===== src/hw/emmap_regs.svh =====
/*
 * register offsets, field positions, reset values and timing counts of the
 * emulation memory mapper.
 * assumes a 32-bit avalon-mm slave with byte addresses, one word per register.
 */
`ifndef EMMAP_REGS_SVH
`define EMMAP_REGS_SVH

`define EMMAP_CTRL_OFS       8'h00
`define EMMAP_DEFAULT_OFS    8'h04
`define EMMAP_MON_OFS        8'h08
`define EMMAP_STATUS_OFS     8'h0c
`define EMMAP_IRQ_EN_OFS     8'h10
`define EMMAP_IRQ_CLR_OFS    8'h14
`define EMMAP_SEL_OFS        8'h18
`define EMMAP_ENTRY_OFS      8'h1c
`define EMMAP_ALLOC_OFS      8'h20
`define EMMAP_BREAK_OFS      8'h24

// ctrl fields
`define EMMAP_CTRL_ROMBRK    0
`define EMMAP_CTRL_CLRMAP    1
`define EMMAP_CTRL_RESET     32'h0000_0000

// default register: type in [2:0], lock in bit 3
`define EMMAP_DEF_LOCK       3
`define EMMAP_DEF_RESET      4'h2

// monitor register: base page (4 kbyte units) in [7:0], type [9:8], lock bit 10
`define EMMAP_MON_TYPE_LO    8
`define EMMAP_MON_LOCK       10

// entry register: start page [9:0], end page [19:10], type [22:20], lock 23, valid 24
`define EMMAP_ENT_END_LO     10
`define EMMAP_ENT_TYPE_LO    20
`define EMMAP_ENT_LOCK       23
`define EMMAP_ENT_VALID      24

// status bits
`define EMMAP_ST_GUARD       0
`define EMMAP_ST_ROMWR       1
`define EMMAP_ST_LOOP        2
`define EMMAP_ST_INVALID     3

// recurring-break window after monitor entry
`define EMMAP_LOOP_MS        10
`define EMMAP_CLK_KHZ        10000
`define EMMAP_LOOP_CYC       (`EMMAP_LOOP_MS * `EMMAP_CLK_KHZ)
`define EMMAP_LOOP_LIMIT     4

`endif


===== src/hw/emmap_pkg.sv =====
/*
 * types shared by the emulation memory mapper modules.
 * assumes nothing beyond a systemverilog compiler.
 */
package emmap_pkg;
    typedef enum logic [2:0] {
        EMMAP_EMUL_RAM  = 3'h0,
        EMMAP_EMUL_ROM  = 3'h1,
        EMMAP_TGT_RAM   = 3'h2,
        EMMAP_TGT_ROM   = 3'h3,
        EMMAP_GUARDED   = 3'h4
    } emmap_type_e;

    typedef struct packed {
        logic        valid;
        logic        lock;
        emmap_type_e kind;
        logic [9:0]  end_page;
        logic [9:0]  start_page;
    } emmap_entry_s;

    typedef enum logic [1:0] {
        EMMAP_MON_BACKGROUND = 2'h0,
        EMMAP_MON_FOREGROUND = 2'h1,
        EMMAP_MON_USER_FG    = 2'h2
    } emmap_mon_e;
endpackage


===== src/hw/emmap_match_if.sv =====
/*
 * carries the page under test and each entry's match answer between the
 * mapper and its comparators.
 * assumes the 20-bit processor address in 1 kbyte pages.
 */
`timescale 1ns/100ps
interface emmap_match_if #(parameter int ENTRIES = 16);
    logic [9:0]         page;
    // each comparator drives its own bit, so this is a net
    wire  [ENTRIES-1:0] hit;
    modport mapper (output page, input hit);
    modport cmp    (input page, output hit);
endinterface


===== src/hw/emmap_cmp.sv =====
/*
 * one range comparator of the mapper.
 * assumes the entry is held by the instantiating module.
 */
`timescale 1ns/100ps
module emmap_cmp #(
    parameter int IDX = 0
) (
    input  emmap_pkg::emmap_entry_s entry_in,
    emmap_match_if.cmp              m
);
    // inclusive page bounds; ranges are whole 1 kbyte pages
    assign m.hit[IDX] = entry_in.valid && (m.page >= entry_in.start_page) && (m.page <= entry_in.end_page);
endmodule


===== src/hw/emmap_top.sv =====
/*
 * emulation memory mapper: sorts each emulation processor access by address,
 * routes it to emulation memory or the target and raises monitor breaks.
 * assumes a 20-bit processor bus sampled on mclk_in and avalon-mm software access.
 */
// Our own choices: the Avalon-MM interface to the registers and the register addresses.
// How it works
// - sixteen range entries, each with its own type and lock attribute.
// - ranges start and end on 1 kbyte pages; compare uses the page only.
// - emulation memory is 1 mbyte, handed out in blocks to emulation ranges.
// - on-chip dma cycles are decoded and served just like processor cycles.
// - five range types decide routing and breaks.
// - any access to guarded space raises a monitor break.
// - rom writes break only while break-on-rom-write is enabled.
// - writes to emulation rom never reach emulation memory.
// - writes to target rom or guarded still go out to the target.
// - unlocked emulation ranges ignore target ready.
// - unmatched addresses are target ram unless another default is set.
// - default type is configurable, with lock for emulation types.
// - map edits may reallocate blocks; contents flagged invalid afterwards.
// - breaks recurring within 10 ms of monitor entry latch a lockup.
// - foreground monitor clears the map and maps one 4 kbyte emulation range.
// - any monitor type change deletes all ranges.
`timescale 1ns/100ps
`include "emmap_regs.svh"
module emmap_top #(
    parameter int ENTRIES    = 16,
    parameter int LOOP_CYC   = `EMMAP_LOOP_CYC,
    parameter int EMEM_PAGES = 1024
) (
    input  wire logic        mclk_in,
    input  wire logic        resetn_in,
    // avalon-mm slave
    input  wire logic [7:0]  avs_address_in,
    input  wire logic        avs_read_in,
    input  wire logic        avs_write_in,
    input  wire logic [31:0] avs_writedata_in,
    input  wire logic [3:0]  avs_byteenable_in,
    output logic [31:0]      avs_readdata_out,
    output logic             avs_waitrequest_out,
    // emulation processor bus (processor or its on-chip dma)
    input  wire logic [19:0] cpu_addr_in,
    input  wire logic        cpu_cycle_in,
    input  wire logic        cpu_write_in,
    input  wire logic        cpu_dma_in,
    input  wire logic        monitor_entry_in,
    input  wire logic        target_ready_in,
    output logic             cpu_ready_out,
    output logic             emem_sel_out,
    output logic             emem_write_out,
    output logic [19:0]      emem_addr_out,
    output logic             target_sel_out,
    output logic             target_write_out,
    output logic             break_req_out,
    output logic             lockup_out,
    output logic             irq_out
);
    // parameter values the logic cannot serve stop elaboration
    if (ENTRIES < 1 || ENTRIES > 16) begin : g_bad_entries
        $error("emmap_top: ENTRIES must be 1..16");
    end
    if (LOOP_CYC < 1) begin : g_bad_loop
        $error("emmap_top: LOOP_CYC must be positive");
    end
    if (EMEM_PAGES < 1 || EMEM_PAGES > 1024) begin : g_bad_pages
        $error("emmap_top: EMEM_PAGES must be 1..1024");
    end

    emmap_pkg::emmap_entry_s entry [ENTRIES];
    logic [9:0]              blk_base [ENTRIES];
    logic [3:0]              ctrl;
    logic [3:0]              dflt;
    logic [10:0]             mon;
    logic [3:0]              status;
    logic [3:0]              irq_en;
    logic [3:0]              sel;
    logic [31:0]             break_count;
    logic [31:0]             loop_timer;
    logic [2:0]              loop_hits;
    logic                    wr_ack;
    logic                    rd_ack;
    logic                    rom_brk;

    emmap_match_if #(.ENTRIES(ENTRIES)) m ();

    genvar gi;
    generate
        for (gi = 0; gi < ENTRIES; gi++) begin : g_cmp
            emmap_cmp #(.IDX(gi)) u_cmp (
                .entry_in (entry[gi]),
                .m        (m)
            );
        end
    endgenerate

    assign m.page = cpu_addr_in[19:10];
    assign rom_brk = ctrl[`EMMAP_CTRL_ROMBRK];

    // software bus: one wait state on every access gives registered read data
    logic acc;
    assign acc = avs_read_in | avs_write_in;
    assign avs_waitrequest_out = acc & ~(wr_ack | rd_ack);

    // a write lands only at the edge where waitrequest is already low
    logic do_wr;
    assign do_wr = avs_write_in & wr_ack;

    always_ff @(posedge mclk_in or negedge resetn_in) begin
        if (!resetn_in) begin
            wr_ack <= 1'b0;
            rd_ack <= 1'b0;
        end else begin
            wr_ack <= avs_write_in & ~wr_ack;
            rd_ack <= avs_read_in & ~rd_ack;
        end
    end

    // decode, priority lowest entry number wins
    logic                    hit_any;
    emmap_pkg::emmap_type_e  kind;
    logic                    lock;
    logic [9:0]              emem_page;

    always_comb begin
        hit_any   = 1'b0;
        kind      = emmap_pkg::emmap_type_e'(dflt[2:0]);
        lock      = dflt[`EMMAP_DEF_LOCK];
        emem_page = m.page;
        for (int i = ENTRIES - 1; i >= 0; i--) begin
            if (m.hit[i]) begin
                hit_any   = 1'b1;
                kind      = entry[i].kind;
                lock      = entry[i].lock;
                emem_page = 10'(blk_base[i] + (m.page - entry[i].start_page));
            end
        end
    end

    logic is_emul;
    logic is_rom;
    logic guard_ev;
    logic romwr_ev;
    assign is_emul  = (kind == emmap_pkg::EMMAP_EMUL_RAM) || (kind == emmap_pkg::EMMAP_EMUL_ROM);
    assign is_rom   = (kind == emmap_pkg::EMMAP_EMUL_ROM) || (kind == emmap_pkg::EMMAP_TGT_ROM);
    // dma cycles take the same path as the processor's own
    assign guard_ev = cpu_cycle_in && (kind == emmap_pkg::EMMAP_GUARDED);
    assign romwr_ev = cpu_cycle_in && cpu_write_in && is_rom && rom_brk;

    // routing is combinational so the access finishes in its own bus cycle
    always_comb begin
        emem_sel_out     = cpu_cycle_in && is_emul;
        emem_write_out   = cpu_cycle_in && cpu_write_in && (kind == emmap_pkg::EMMAP_EMUL_RAM);
        emem_addr_out    = {emem_page, cpu_addr_in[9:0]};
        target_sel_out   = cpu_cycle_in && !is_emul;
        target_write_out = cpu_cycle_in && cpu_write_in && !is_emul;
        if (is_emul)
            cpu_ready_out = lock ? target_ready_in : 1'b1;
        else
            cpu_ready_out = target_ready_in;
    end

    always_ff @(posedge mclk_in or negedge resetn_in) begin
        if (!resetn_in) begin
            break_req_out <= 1'b0;
        end else begin
            break_req_out <= guard_ev | romwr_ev;
        end
    end

    // map editing and monitor selection
    logic mon_change;
    logic clr_map;
    assign mon_change = do_wr && (avs_address_in == `EMMAP_MON_OFS)
                        && (avs_writedata_in[9:8] != mon[9:8]);
    assign clr_map = do_wr && (avs_address_in == `EMMAP_CTRL_OFS) && avs_writedata_in[`EMMAP_CTRL_CLRMAP];

    logic [9:0] next_alloc;
    logic [9:0] alloc;
    logic       map_edit;
    logic [9:0] new_len;
    assign new_len  = 10'(avs_writedata_in[19:10] - avs_writedata_in[9:0]);
    assign map_edit = do_wr && (avs_address_in == `EMMAP_ENTRY_OFS);

    always_comb begin
        next_alloc = alloc;
        if (map_edit && avs_writedata_in[`EMMAP_ENT_VALID]
            && avs_writedata_in[22:21] == 2'h0)
            next_alloc = 10'(alloc + new_len + 10'h001);
    end

    always_ff @(posedge mclk_in or negedge resetn_in) begin
        if (!resetn_in) begin
            for (int i = 0; i < ENTRIES; i++) begin
                entry[i]    <= '0;
                blk_base[i] <= '0;
            end
            alloc <= '0;
        end else if (mon_change || clr_map) begin
            for (int i = 0; i < ENTRIES; i++) begin
                entry[i]    <= '0;
                blk_base[i] <= '0;
            end
            alloc <= '0;
            if (mon_change && avs_writedata_in[9:8] != 2'h0) begin
                // monitor gets four pages of emulation ram in entry 0
                entry[0].valid      <= 1'b1;
                entry[0].lock       <= avs_writedata_in[`EMMAP_MON_LOCK];
                entry[0].kind       <= emmap_pkg::EMMAP_EMUL_RAM;
                entry[0].start_page <= {avs_writedata_in[7:0], 2'h0};
                entry[0].end_page   <= {avs_writedata_in[7:0], 2'h3};
                blk_base[0]         <= '0;
                alloc               <= 10'h004;
            end
        end else if (map_edit && int'(sel) < ENTRIES) begin
            entry[sel].start_page <= avs_writedata_in[9:0];
            entry[sel].end_page   <= avs_writedata_in[19:10];
            entry[sel].kind       <= emmap_pkg::emmap_type_e'(avs_writedata_in[22:20]);
            entry[sel].lock       <= avs_writedata_in[`EMMAP_ENT_LOCK];
            entry[sel].valid      <= avs_writedata_in[`EMMAP_ENT_VALID];
            // simple bump allocation; any edit may move blocks
            blk_base[sel]         <= alloc;
            alloc                 <= next_alloc;
        end
    end

    always_ff @(posedge mclk_in or negedge resetn_in) begin
        if (!resetn_in) begin
            mon <= '0;
        end else if (do_wr && avs_address_in == `EMMAP_MON_OFS) begin
            mon <= avs_writedata_in[10:0];
        end
    end

    always_ff @(posedge mclk_in or negedge resetn_in) begin
        if (!resetn_in) begin
            ctrl <= 4'h0;
        end else if (do_wr && avs_address_in == `EMMAP_CTRL_OFS) begin
            ctrl <= {3'h0, avs_writedata_in[`EMMAP_CTRL_ROMBRK]};
        end
    end

    // a type code above guarded is refused and the old default kept
    always_ff @(posedge mclk_in or negedge resetn_in) begin
        if (!resetn_in) begin
            dflt <= `EMMAP_DEF_RESET;
        end else if (do_wr && avs_address_in == `EMMAP_DEFAULT_OFS && avs_writedata_in[2:0] <= 3'h4) begin
            dflt <= avs_writedata_in[3:0];
        end
    end

    always_ff @(posedge mclk_in or negedge resetn_in) begin
        if (!resetn_in) begin
            sel <= 4'h0;
        end else if (do_wr && avs_address_in == `EMMAP_SEL_OFS) begin
            sel <= avs_writedata_in[3:0];
        end
    end

    always_ff @(posedge mclk_in or negedge resetn_in) begin
        if (!resetn_in) begin
            irq_en <= 4'h0;
        end else if (do_wr && avs_address_in == `EMMAP_IRQ_EN_OFS) begin
            irq_en <= avs_writedata_in[3:0];
        end
    end

    // recurring-break watch: a break within the window after each entry
    always_ff @(posedge mclk_in or negedge resetn_in) begin
        if (!resetn_in) begin
            loop_timer <= '0;
        end else if (monitor_entry_in) begin
            loop_timer <= 32'(LOOP_CYC);
        end else if (loop_timer != 32'h0) begin
            loop_timer <= loop_timer - 32'h1;
        end
    end

    // lockup is sticky: only reset releases it, so software always sees it
    always_ff @(posedge mclk_in or negedge resetn_in) begin
        if (!resetn_in) begin
            loop_hits  <= '0;
            lockup_out <= 1'b0;
        end else if (break_req_out && loop_timer != 32'h0) begin
            if (loop_hits == 3'(`EMMAP_LOOP_LIMIT - 1))
                lockup_out <= 1'b1;
            else
                loop_hits <= 3'(loop_hits + 3'h1);
        end else if (!monitor_entry_in && loop_timer == 32'h1) begin
            loop_hits <= '0;
        end
    end

    // sticky status: a new event wins over a clear in the same cycle
    logic [3:0] ev;
    logic [3:0] clr;
    assign ev  = {map_edit | mon_change | clr_map, lockup_out, romwr_ev, guard_ev};
    assign clr = (do_wr && avs_address_in == `EMMAP_IRQ_CLR_OFS) ? avs_writedata_in[3:0] : 4'h0;

    always_ff @(posedge mclk_in or negedge resetn_in) begin
        if (!resetn_in) begin
            status <= 4'h0;
        end else begin
            status <= (status & ~clr) | ev;
        end
    end

    always_ff @(posedge mclk_in or negedge resetn_in) begin
        if (!resetn_in) begin
            break_count <= '0;
        end else if (break_req_out) begin
            break_count <= break_count + 32'h1;
        end
    end

    assign irq_out = |(status & irq_en);

    logic [31:0] rdata;
    always_comb begin
        rdata = 32'h0;
        case (avs_address_in)
            `EMMAP_CTRL_OFS:    rdata = {28'h0, ctrl};
            `EMMAP_DEFAULT_OFS: rdata = {28'h0, dflt};
            `EMMAP_MON_OFS:     rdata = {21'h0, mon};
            `EMMAP_STATUS_OFS:  rdata = {28'h0, status};
            `EMMAP_IRQ_EN_OFS:  rdata = {28'h0, irq_en};
            `EMMAP_SEL_OFS:     rdata = {28'h0, sel};
            `EMMAP_ENTRY_OFS:   rdata = (int'(sel) < ENTRIES) ? {7'h0, entry[sel]} : 32'h0;
            `EMMAP_ALLOC_OFS:   rdata = {22'h0, alloc};
            `EMMAP_BREAK_OFS:   rdata = break_count;
            default:            rdata = 32'h0;
        endcase
    end

    always_ff @(posedge mclk_in or negedge resetn_in) begin
        if (!resetn_in) begin
            avs_readdata_out <= 32'h0;
        end else if (avs_read_in && !rd_ack) begin
            avs_readdata_out <= rdata;
        end
    end
endmodule

===== config.mk =====
export PLATFORM = sky130hd
export DESIGN_NAME = emmap_top
export DESIGN_NICKNAME = d
export VERILOG_FILES = /design/src/hw/emmap_pkg.sv /design/src/hw/emmap_match_if.sv /design/src/hw/emmap_cmp.sv /design/src/hw/emmap_top.sv
export VERILOG_INCLUDE_DIRS = /design/src /design/src/hw
export SDC_FILE = /design/constraint.sdc
export NUM_CORES = 2
export LEC_CHECK = 0
export ABC_AREA = 1
export BUFFER_PORTS_ARGS = -buffer_cell sky130_fd_sc_hd__clkbuf_2
export CAP_MARGIN = 20
export CORE_ASPECT_RATIO = 0.6
export CORE_MARGIN = 10
export CORE_UTILIZATION = 35
export CTS_BUF_LIST = sky130_fd_sc_hd__clkbuf_8
export DETAILED_ROUTE_END_ITERATION = 12
export REMOVE_ABC_BUFFERS = 1
export SYNTH_ARGS = -nofsm -noshare
export SYNTH_HDL_FRONTEND = slang
export SYNTH_SLANG_ARGS = --single-unit

===== constraint.sdc =====
create_clock -name mclk_in -period 5.9 [get_ports mclk_in]
set_input_delay 0.885 -clock mclk_in [delete_from_list [all_inputs] [get_ports mclk_in]]
set_output_delay 0.885 -clock mclk_in [all_outputs]
set_load 0.02 [all_outputs]

### After elaboration in Yosys (flattened, before gate mapping)

Cells that the tools add are included.
W data, S select, Z words.

* register bits: 701
* input bits: 73
* output and inout port bits: 61
* logic and storage cells: 380

* magnitude comparators: 35
* reduce and logical (&&, ||, !) cells: 76
* eq/ne operators: 16
* multiplexer cells: 87
* add/sub/neg operators: 38
* bitwise logic cells: 17

Operator list (number)
* $bwmux W400: 5
* $mux W400: 2
* $demux W25 S4: 5
* $mux W160: 2
* $pmux W32 S9: 1
* $mux W10: 21
* $add A10 B10 Y10: 17
* $sub A10 B10 Y10: 17
* $bwmux W160: 1
* $ge A10 B10 Y1: 16
* $le A10 B10 Y1: 16
* $bmux W25 S4: 1
* $mux W25: 4
* $mux W32: 2
* $mux W3: 20
* $logic_and A1 B1 Y1: 57
* $demux W10 S4: 1
* $add A32 B1 Y32 const B: 1
* $eq A32 B1 Y1 const B: 1
* $eq A8 B5 Y1 const B: 4
* $reduce_bool A32 Y1: 1
* $sub A32 B1 Y32 const B: 1
* $mux W24: 1
* $mux W23: 1
* 31 further kinds: 71

### Logic depth before layout (Yosys ltp)

* word-level depth: 24
* depth in mapped cells: 32
* depth with buffers taken out: 32

### Worst setup path after synthesis

Ideal clock, no wire load.

* path type: input to output
* start point: input cpu_addr_in[11]
* end point: output emem_addr_out[18]
* arrival: 4307 ps
* stages on the path: 25
* buffers on the path: 0
* required time: 5015 ps
* slack: 708 ps
* cells stage by stage: inv_1 -> fa_1 -> fa_1 -> o21ai_0 -> nand2_1 -> nand2_1 -> a21o_1 -> nand2_1 -> nand2_1 -> a21oi_1 -> a21oi_1 -> o21ai_0 -> a21oi_1 -> o21ai_1 -> nand2_1 -> nand2_1 -> nand2_1 -> nand2_1 -> nand2_1 -> nand2_1 -> nand2_1 -> nand2_1 -> nand2_1 -> nand2_1 -> a21oi_1

* word-level cells in the longest chain between the ends: 19
* elaborated cells on any way between the ends: 112
* those cells by class: 32 x add/sub; 32 x order compare; 16 x mux; 32 x reduce/logical

RTL lines
* start: declaration: RTL line emmap_top.sv:42 `input wire logic [19:0] cpu_addr_in,`
* branches (longest 18 deep; another with $sub A10 B10 Y10)
* $mux W10 *: RTL line emmap_top.sv:130 `if (m.hit[i]) begin`
* end: declaration: RTL line emmap_top.sv:51 `output logic [19:0] emem_addr_out,`

Every way passes the cells marked *.

### Worst setup path after layout

* start point: input cpu_addr_in[14]
* end point: output emem_write_out

* word-level cells in the longest chain between the ends: 21
* elaborated cells on any way between the ends: 82
* those cells by class: 32 x order compare; 16 x mux; 34 x reduce/logical

RTL lines
* $ge A10 B10 Y1: RTL line emmap_cmp.sv:13 `assign m.hit[IDX] = entry_in.valid && (m.page >= entry_in.start_page) && (m.page <= entry_in.end_page);`
* $logic_and A1 B1 Y1 (2 in series): RTL line emmap_cmp.sv:13
* $mux W3 (15 in series): RTL line emmap_top.sv:130
* $mux W3 *: RTL line emmap_top.sv:130
* $logic_not A3 Y1 *: RTL line emmap_top.sv:152 `emem_write_out = cpu_cycle_in && cpu_write_in && (kind == emmap_pkg::EMMAP_EMUL_RAM);`
* $logic_and A1 B1 Y1 *: RTL line emmap_top.sv:152
* end: declaration: RTL line emmap_top.sv:50 `output logic emem_write_out,`

Mark *: on every way between the ends. The rest lies on a longest branch, timed or not.

==> flow_metrics.env <==
export IMPL_status="complete, no violations"
export IMPL_power_combinational_fraction_pct=16.5
export IMPL_ant_nets=0
export IMPL_reg2reg_slack_ns=1.69
export IMPL_grt_setup_unrepaired="yes"
export IMPL_avgRoutedWirePerCell_um=23.7
export IMPL_grt_start_max_net_pins=152
export IMPL_avgSynthCellArea_um2=8.05
export IMPL_final_hold_violation_count=0
export IMPL_synth_seq_area_share_pct=34.4
export IMPL_stdcell_area_um2=57700
export IMPL_largest_family_of_logic_cells_by_synthesized_area="compound AO/OA/AOI/OAI gates"
export IMPL_hp_class="primary input to asynchronous set/reset pin"
export IMPL_tritoncts_clock_tree="yes"
export IMPL_overflow_after_grt=0
export IMPL_netlist_instances=6338
export IMPL_global_route_met1_usage_pct=37.3
export IMPL_critical_path_class="primary input to primary output"
export IMPL_start_util_pct=35.2
export IMPL_clock_power_share_pct=41.4
export IMPL_grt_pass1_wl_mm=295
export IMPL_period_share_pct=98.3
export IMPL_tns_ns=0
export IMPL_async_reset_ff_share_pct=100
export IMPL_synth_flop_cell="sky130_fd_sc_hd__dfrtp_1"
export IMPL_detailedPlacementHpwl_mm=145
export IMPL_max_slew_worst_pin_slew_ns=1.11
export IMPL_max_freq_mhz=172
export IMPL_post_synth_and_or_nand_nor_area_fraction_pct=10.9
export IMPL_cap_violations=0
export IMPL_vdd_ir_drop_max_v=0.000163
export IMPL_cts_buffers=109
export IMPL_cts_hold_buf=0
export IMPL_finClkSkew_ns=0.0419
export IMPL_drt_pass1_iter_count=7
export IMPL_clk_transition_reported_paths_ns=0.07
export IMPL_fp_dieH_um=316
export IMPL_global_route_total_usage_across_every_layer_pct=24.0
export IMPL_power_frac_seq_pct=42.0
export IMPL_clock_sinks=701
export IMPL_post_route_cells_drive_above_1_share_pct=11.0
export IMPL_clock_latency_reported_for_the_late_side_of_the_worst_skew_pair_ns=0.85
export IMPL_core_area_um2=145000
export IMPL_final_routed_wirelength_across_all_metal_layers_mm=201
export IMPL_detailroute_via_count=47500
export IMPL_netlist_top_cell_by_area="sky130_fd_sc_hd__dfrtp_1"
export IMPL_detail_route_iter0_violations=5809
export IMPL_remaining_routing_drc_violations=0
export IMPL_vias_per_cell=5.60
export IMPL_cts_root_buf="sky130_fd_sc_hd__clkbuf_8"
export IMPL_fraction_of_synthesized_area_in_multiplexers_pct=0.0196
export IMPL_finalMaxSlewViolations=0
export IMPL_layout_filler_cells=14600
export IMPL_power_switching_fraction_pct=31.0
export IMPL_compound_gate_portion_of_the_synthesized_area_pct=22.7
export IMPL_synth_adder_area_share_pct=18.2
export IMPL_post_synth_xor_area_fraction_pct=2.83
export IMPL_synth_cell_area_um2=51000
export IMPL_max_clock_path_buffers=3
export IMPL_start_kind="primary input"
export IMPL_endpoint_kind="primary output"
export IMPL_flow_area_growth_from_synthesis_pct=13.2
export IMPL_setup_viol=0
export IMPL_die_w_um=513
export IMPL_power_density_nw_per_um2=201
export IMPL_p_int_mw=8.00
export IMPL_floorplan_rows=108
export IMPL_post_dp_cell_area_um2=54800
export IMPL_yosysUniqueCellTypes=69
export IMPL_path_max_fanout=18
export IMPL_antenna_violations_before_repair=8
export IMPL_top_usage_layer="met1"
export IMPL_num_nets_final=7199
export IMPL_global_route_usage_met2_pct=30.6
export IMPL_power_switching_mw=3.60
export IMPL_ys_warn_count=0
export IMPL_synth_top_cells_by_area="sky130_fd_sc_hd__dfrtp_1, sky130_fd_sc_hd__ha_1, sky130_fd_sc_hd__a21oi_1"
export IMPL_fraction_of_synthesized_cell_area_taken_by_the_top_area_cell_type_pct=34.3
export IMPL_io_buffers=101
export IMPL_cts_htree_levels=3
export IMPL_place_congestion=0.957
export IMPL_grt_pass1_vias=44100
export IMPL_leakagePower_nw=27.5
export IMPL_worstPathArrival_ns=4.91
export IMPL_edff_count_synth=0
export IMPL_slew_headroom_pct=25.2
export IMPL_design_die_area_um2=162000
export IMPL_crit_required_ns=5.02
export IMPL_num_io_pins=134
export IMPL_synth_ff_latch_count=701
export IMPL_met3_usage_pct=8.84
export IMPL_post_route_min_period_ns=5.80
-- state kept, by name (all words and copies together) (netlist names), 4 cells and up --
name and count:
status 4, loop_timer 32, mon 11, alloc 10
dflt 4, blk_base 160, sel 4, avs_readdata_out 32
irq_en 4, entry 400, break_count 32
-- layout make-up --
class | count | area (µm²) | share of cell area (%)
sequential | 701 | 17500 | 30.4
clock inverter | 64 | 573 | 0.992
timing repair buffer | 345 | 2810 | 4.86
tap | 1925 | 2410 | 4.17
antenna | 1 | 2.50 | 0.00433
multi-input combinational | 4198 | 28300 | 49.0
clock buffer | 135 | 1860 | 3.22
inverter | 1122 | 4230 | 7.32
-- power groups by stage --
stage	combinational, mW	sequential [mW]	clock (mW)
2_1_floorplan	1.00	4.95	0
3_3_place_gp	1.77	4.96	0
3_5_place_dp	1.81	4.96	0
4_1_cts	1.83	4.87	4.85
5_1_grt	2.11	4.87	5.08
6_report	1.92	4.87	4.81
-- critical path: stages --
cell and delay, ns:
sky130_fd_sc_hd__clkbuf_2 0.11, sky130_fd_sc_hd__buf_4 0.15, sky130_fd_sc_hd__buf_8 0.25, sky130_fd_sc_hd__ha_1 0.28, sky130_fd_sc_hd__nand2_1 0.20, sky130_fd_sc_hd__o21ai_0 0.27
sky130_fd_sc_hd__nand4_1 0.14, sky130_fd_sc_hd__o2111ai_1 0.12, sky130_fd_sc_hd__o21ai_0 0.15, sky130_fd_sc_hd__nand2_1 0.20, sky130_fd_sc_hd__a21oi_4 0.27, sky130_fd_sc_hd__inv_2 0.20
sky130_fd_sc_hd__buf_4 0.20, sky130_fd_sc_hd__nand2_1 0.06, sky130_fd_sc_hd__nand2_1 0.09, sky130_fd_sc_hd__nand2_1 0.09, sky130_fd_sc_hd__nand2_1 0.08, sky130_fd_sc_hd__nand3_1 0.08
sky130_fd_sc_hd__nand3_1 0.10, sky130_fd_sc_hd__nand2_1 0.09, sky130_fd_sc_hd__nand2_2 0.06, sky130_fd_sc_hd__nand2_2 0.07, sky130_fd_sc_hd__and3_1 0.17, sky130_fd_sc_hd__nand2_1 0.07
sky130_fd_sc_hd__nor2_2 0.16, sky130_fd_sc_hd__buf_4 0.16, sky130_fd_sc_hd__clkbuf_2 0.17
-- cells by family after synthesis --
kind of cell	count (synthesis)
buffers and inverters	1439
AO/OA/AOI/OAI	2106
flip-flops	701
XOR/XNOR	165
multiplexers	1
adder cells (fa/ha/maj)	649
AND/OR/NAND/NOR	1277
-- metal layers --
layer,part of all wire [%],up-vias
li1,-,21500
met1,46,23000
met2,37,2675
met3,15,323
met4,2.1,8
met5,0.024,-
-- final timing paths --
check | from | to | cells after the start
setup / recovery | cpu_addr_in[14] | emem_write_out | 27
hold / removal | resetn_in | blk_base[131] | 1
setup reg to reg | sel[1] | avs_readdata_out[17] | 9
hold reg to reg | wr_ack | wr_ack | 1
max in group asynchronous | resetn_in | entry[29] | 2
min in group mclk_in | avs_write_in | wr_ack | 3
-- cells in the final DEF (no fill, tap or decap), drive strengths merged, types with 126 or more instances in the layout --
master	n
a21oi	908
buf	247
clkbuf	233
dfrtp	700
fa	153
ha	496
inv	1133
nand2	664
nand3	126
nor2	345
o21ai	770
-- synth_stat cells, types with 5 or more instances --
cell                           n
sky130_fd_sc_hd__clkinv_1     20
sky130_fd_sc_hd__a31oi_1      30
sky130_fd_sc_hd__a21o_1       11
sky130_fd_sc_hd__buf_1         7
sky130_fd_sc_hd__a211oi_1     15
sky130_fd_sc_hd__o21bai_1     23
sky130_fd_sc_hd__nor3_2        9
sky130_fd_sc_hd__a22oi_1      58
sky130_fd_sc_hd__o21ai_0     731
sky130_fd_sc_hd__inv_1      1085
sky130_fd_sc_hd__nand3_1     118
sky130_fd_sc_hd__o22ai_1     122
sky130_fd_sc_hd__o2111ai_1    11
sky130_fd_sc_hd__nor3_4        6
sky130_fd_sc_hd__inv_2        17
sky130_fd_sc_hd__ha_1        496
sky130_fd_sc_hd__nor4_1       12
sky130_fd_sc_hd__clkbuf_1    235
sky130_fd_sc_hd__buf_6         7
sky130_fd_sc_hd__dfrtp_1     700
sky130_fd_sc_hd__xnor2_1      58
sky130_fd_sc_hd__a221oi_1     31
sky130_fd_sc_hd__o21ai_1      39
sky130_fd_sc_hd__a22o_1       10
sky130_fd_sc_hd__nand3_2       6
sky130_fd_sc_hd__buf_2        50
sky130_fd_sc_hd__or2_2        14
sky130_fd_sc_hd__nand2_1     656
sky130_fd_sc_hd__nor2_2       19
sky130_fd_sc_hd__and3_1        5
sky130_fd_sc_hd__nand2_2       8
sky130_fd_sc_hd__a21oi_1     906
sky130_fd_sc_hd__o211ai_1     35
sky130_fd_sc_hd__nor2_1      324
sky130_fd_sc_hd__o221ai_1     35
sky130_fd_sc_hd__xor2_1      107
sky130_fd_sc_hd__fa_1        153
sky130_fd_sc_hd__o21a_1       18
sky130_fd_sc_hd__nand4_1      42
sky130_fd_sc_hd__o41ai_1       5
sky130_fd_sc_hd__buf_4        17
sky130_fd_sc_hd__nor3_1       32
-- through the flow --
step	power, mW	std cells	utilization [%]	setup slack [ns]	hold WS (ns)
5_1_grt	12.1	8490	39.9	-0.0816	0.0348
2_1_floorplan	5.96	6021	-	-4.93	0.422
3_3_place_gp	6.74	8281	37.8	-0.160	0.433
3_5_place_dp	6.78	8281	37.8	-0.117	0.455
4_1_cts	11.6	8480	39.6	0.00951	0.0227
6_report	11.6	8491	39.9	0.101	0.0240
-- timing repair --
action | 4_1_cts | 5_1_grt
pin swaps | 1 | 33
setup endpoints to repair | 6 | 13
cloned | 0 | 1
resized for setup | 20 | 123
setup buffers | 0 | 8
Note: power is estimated with default switching activity, not from simulation.
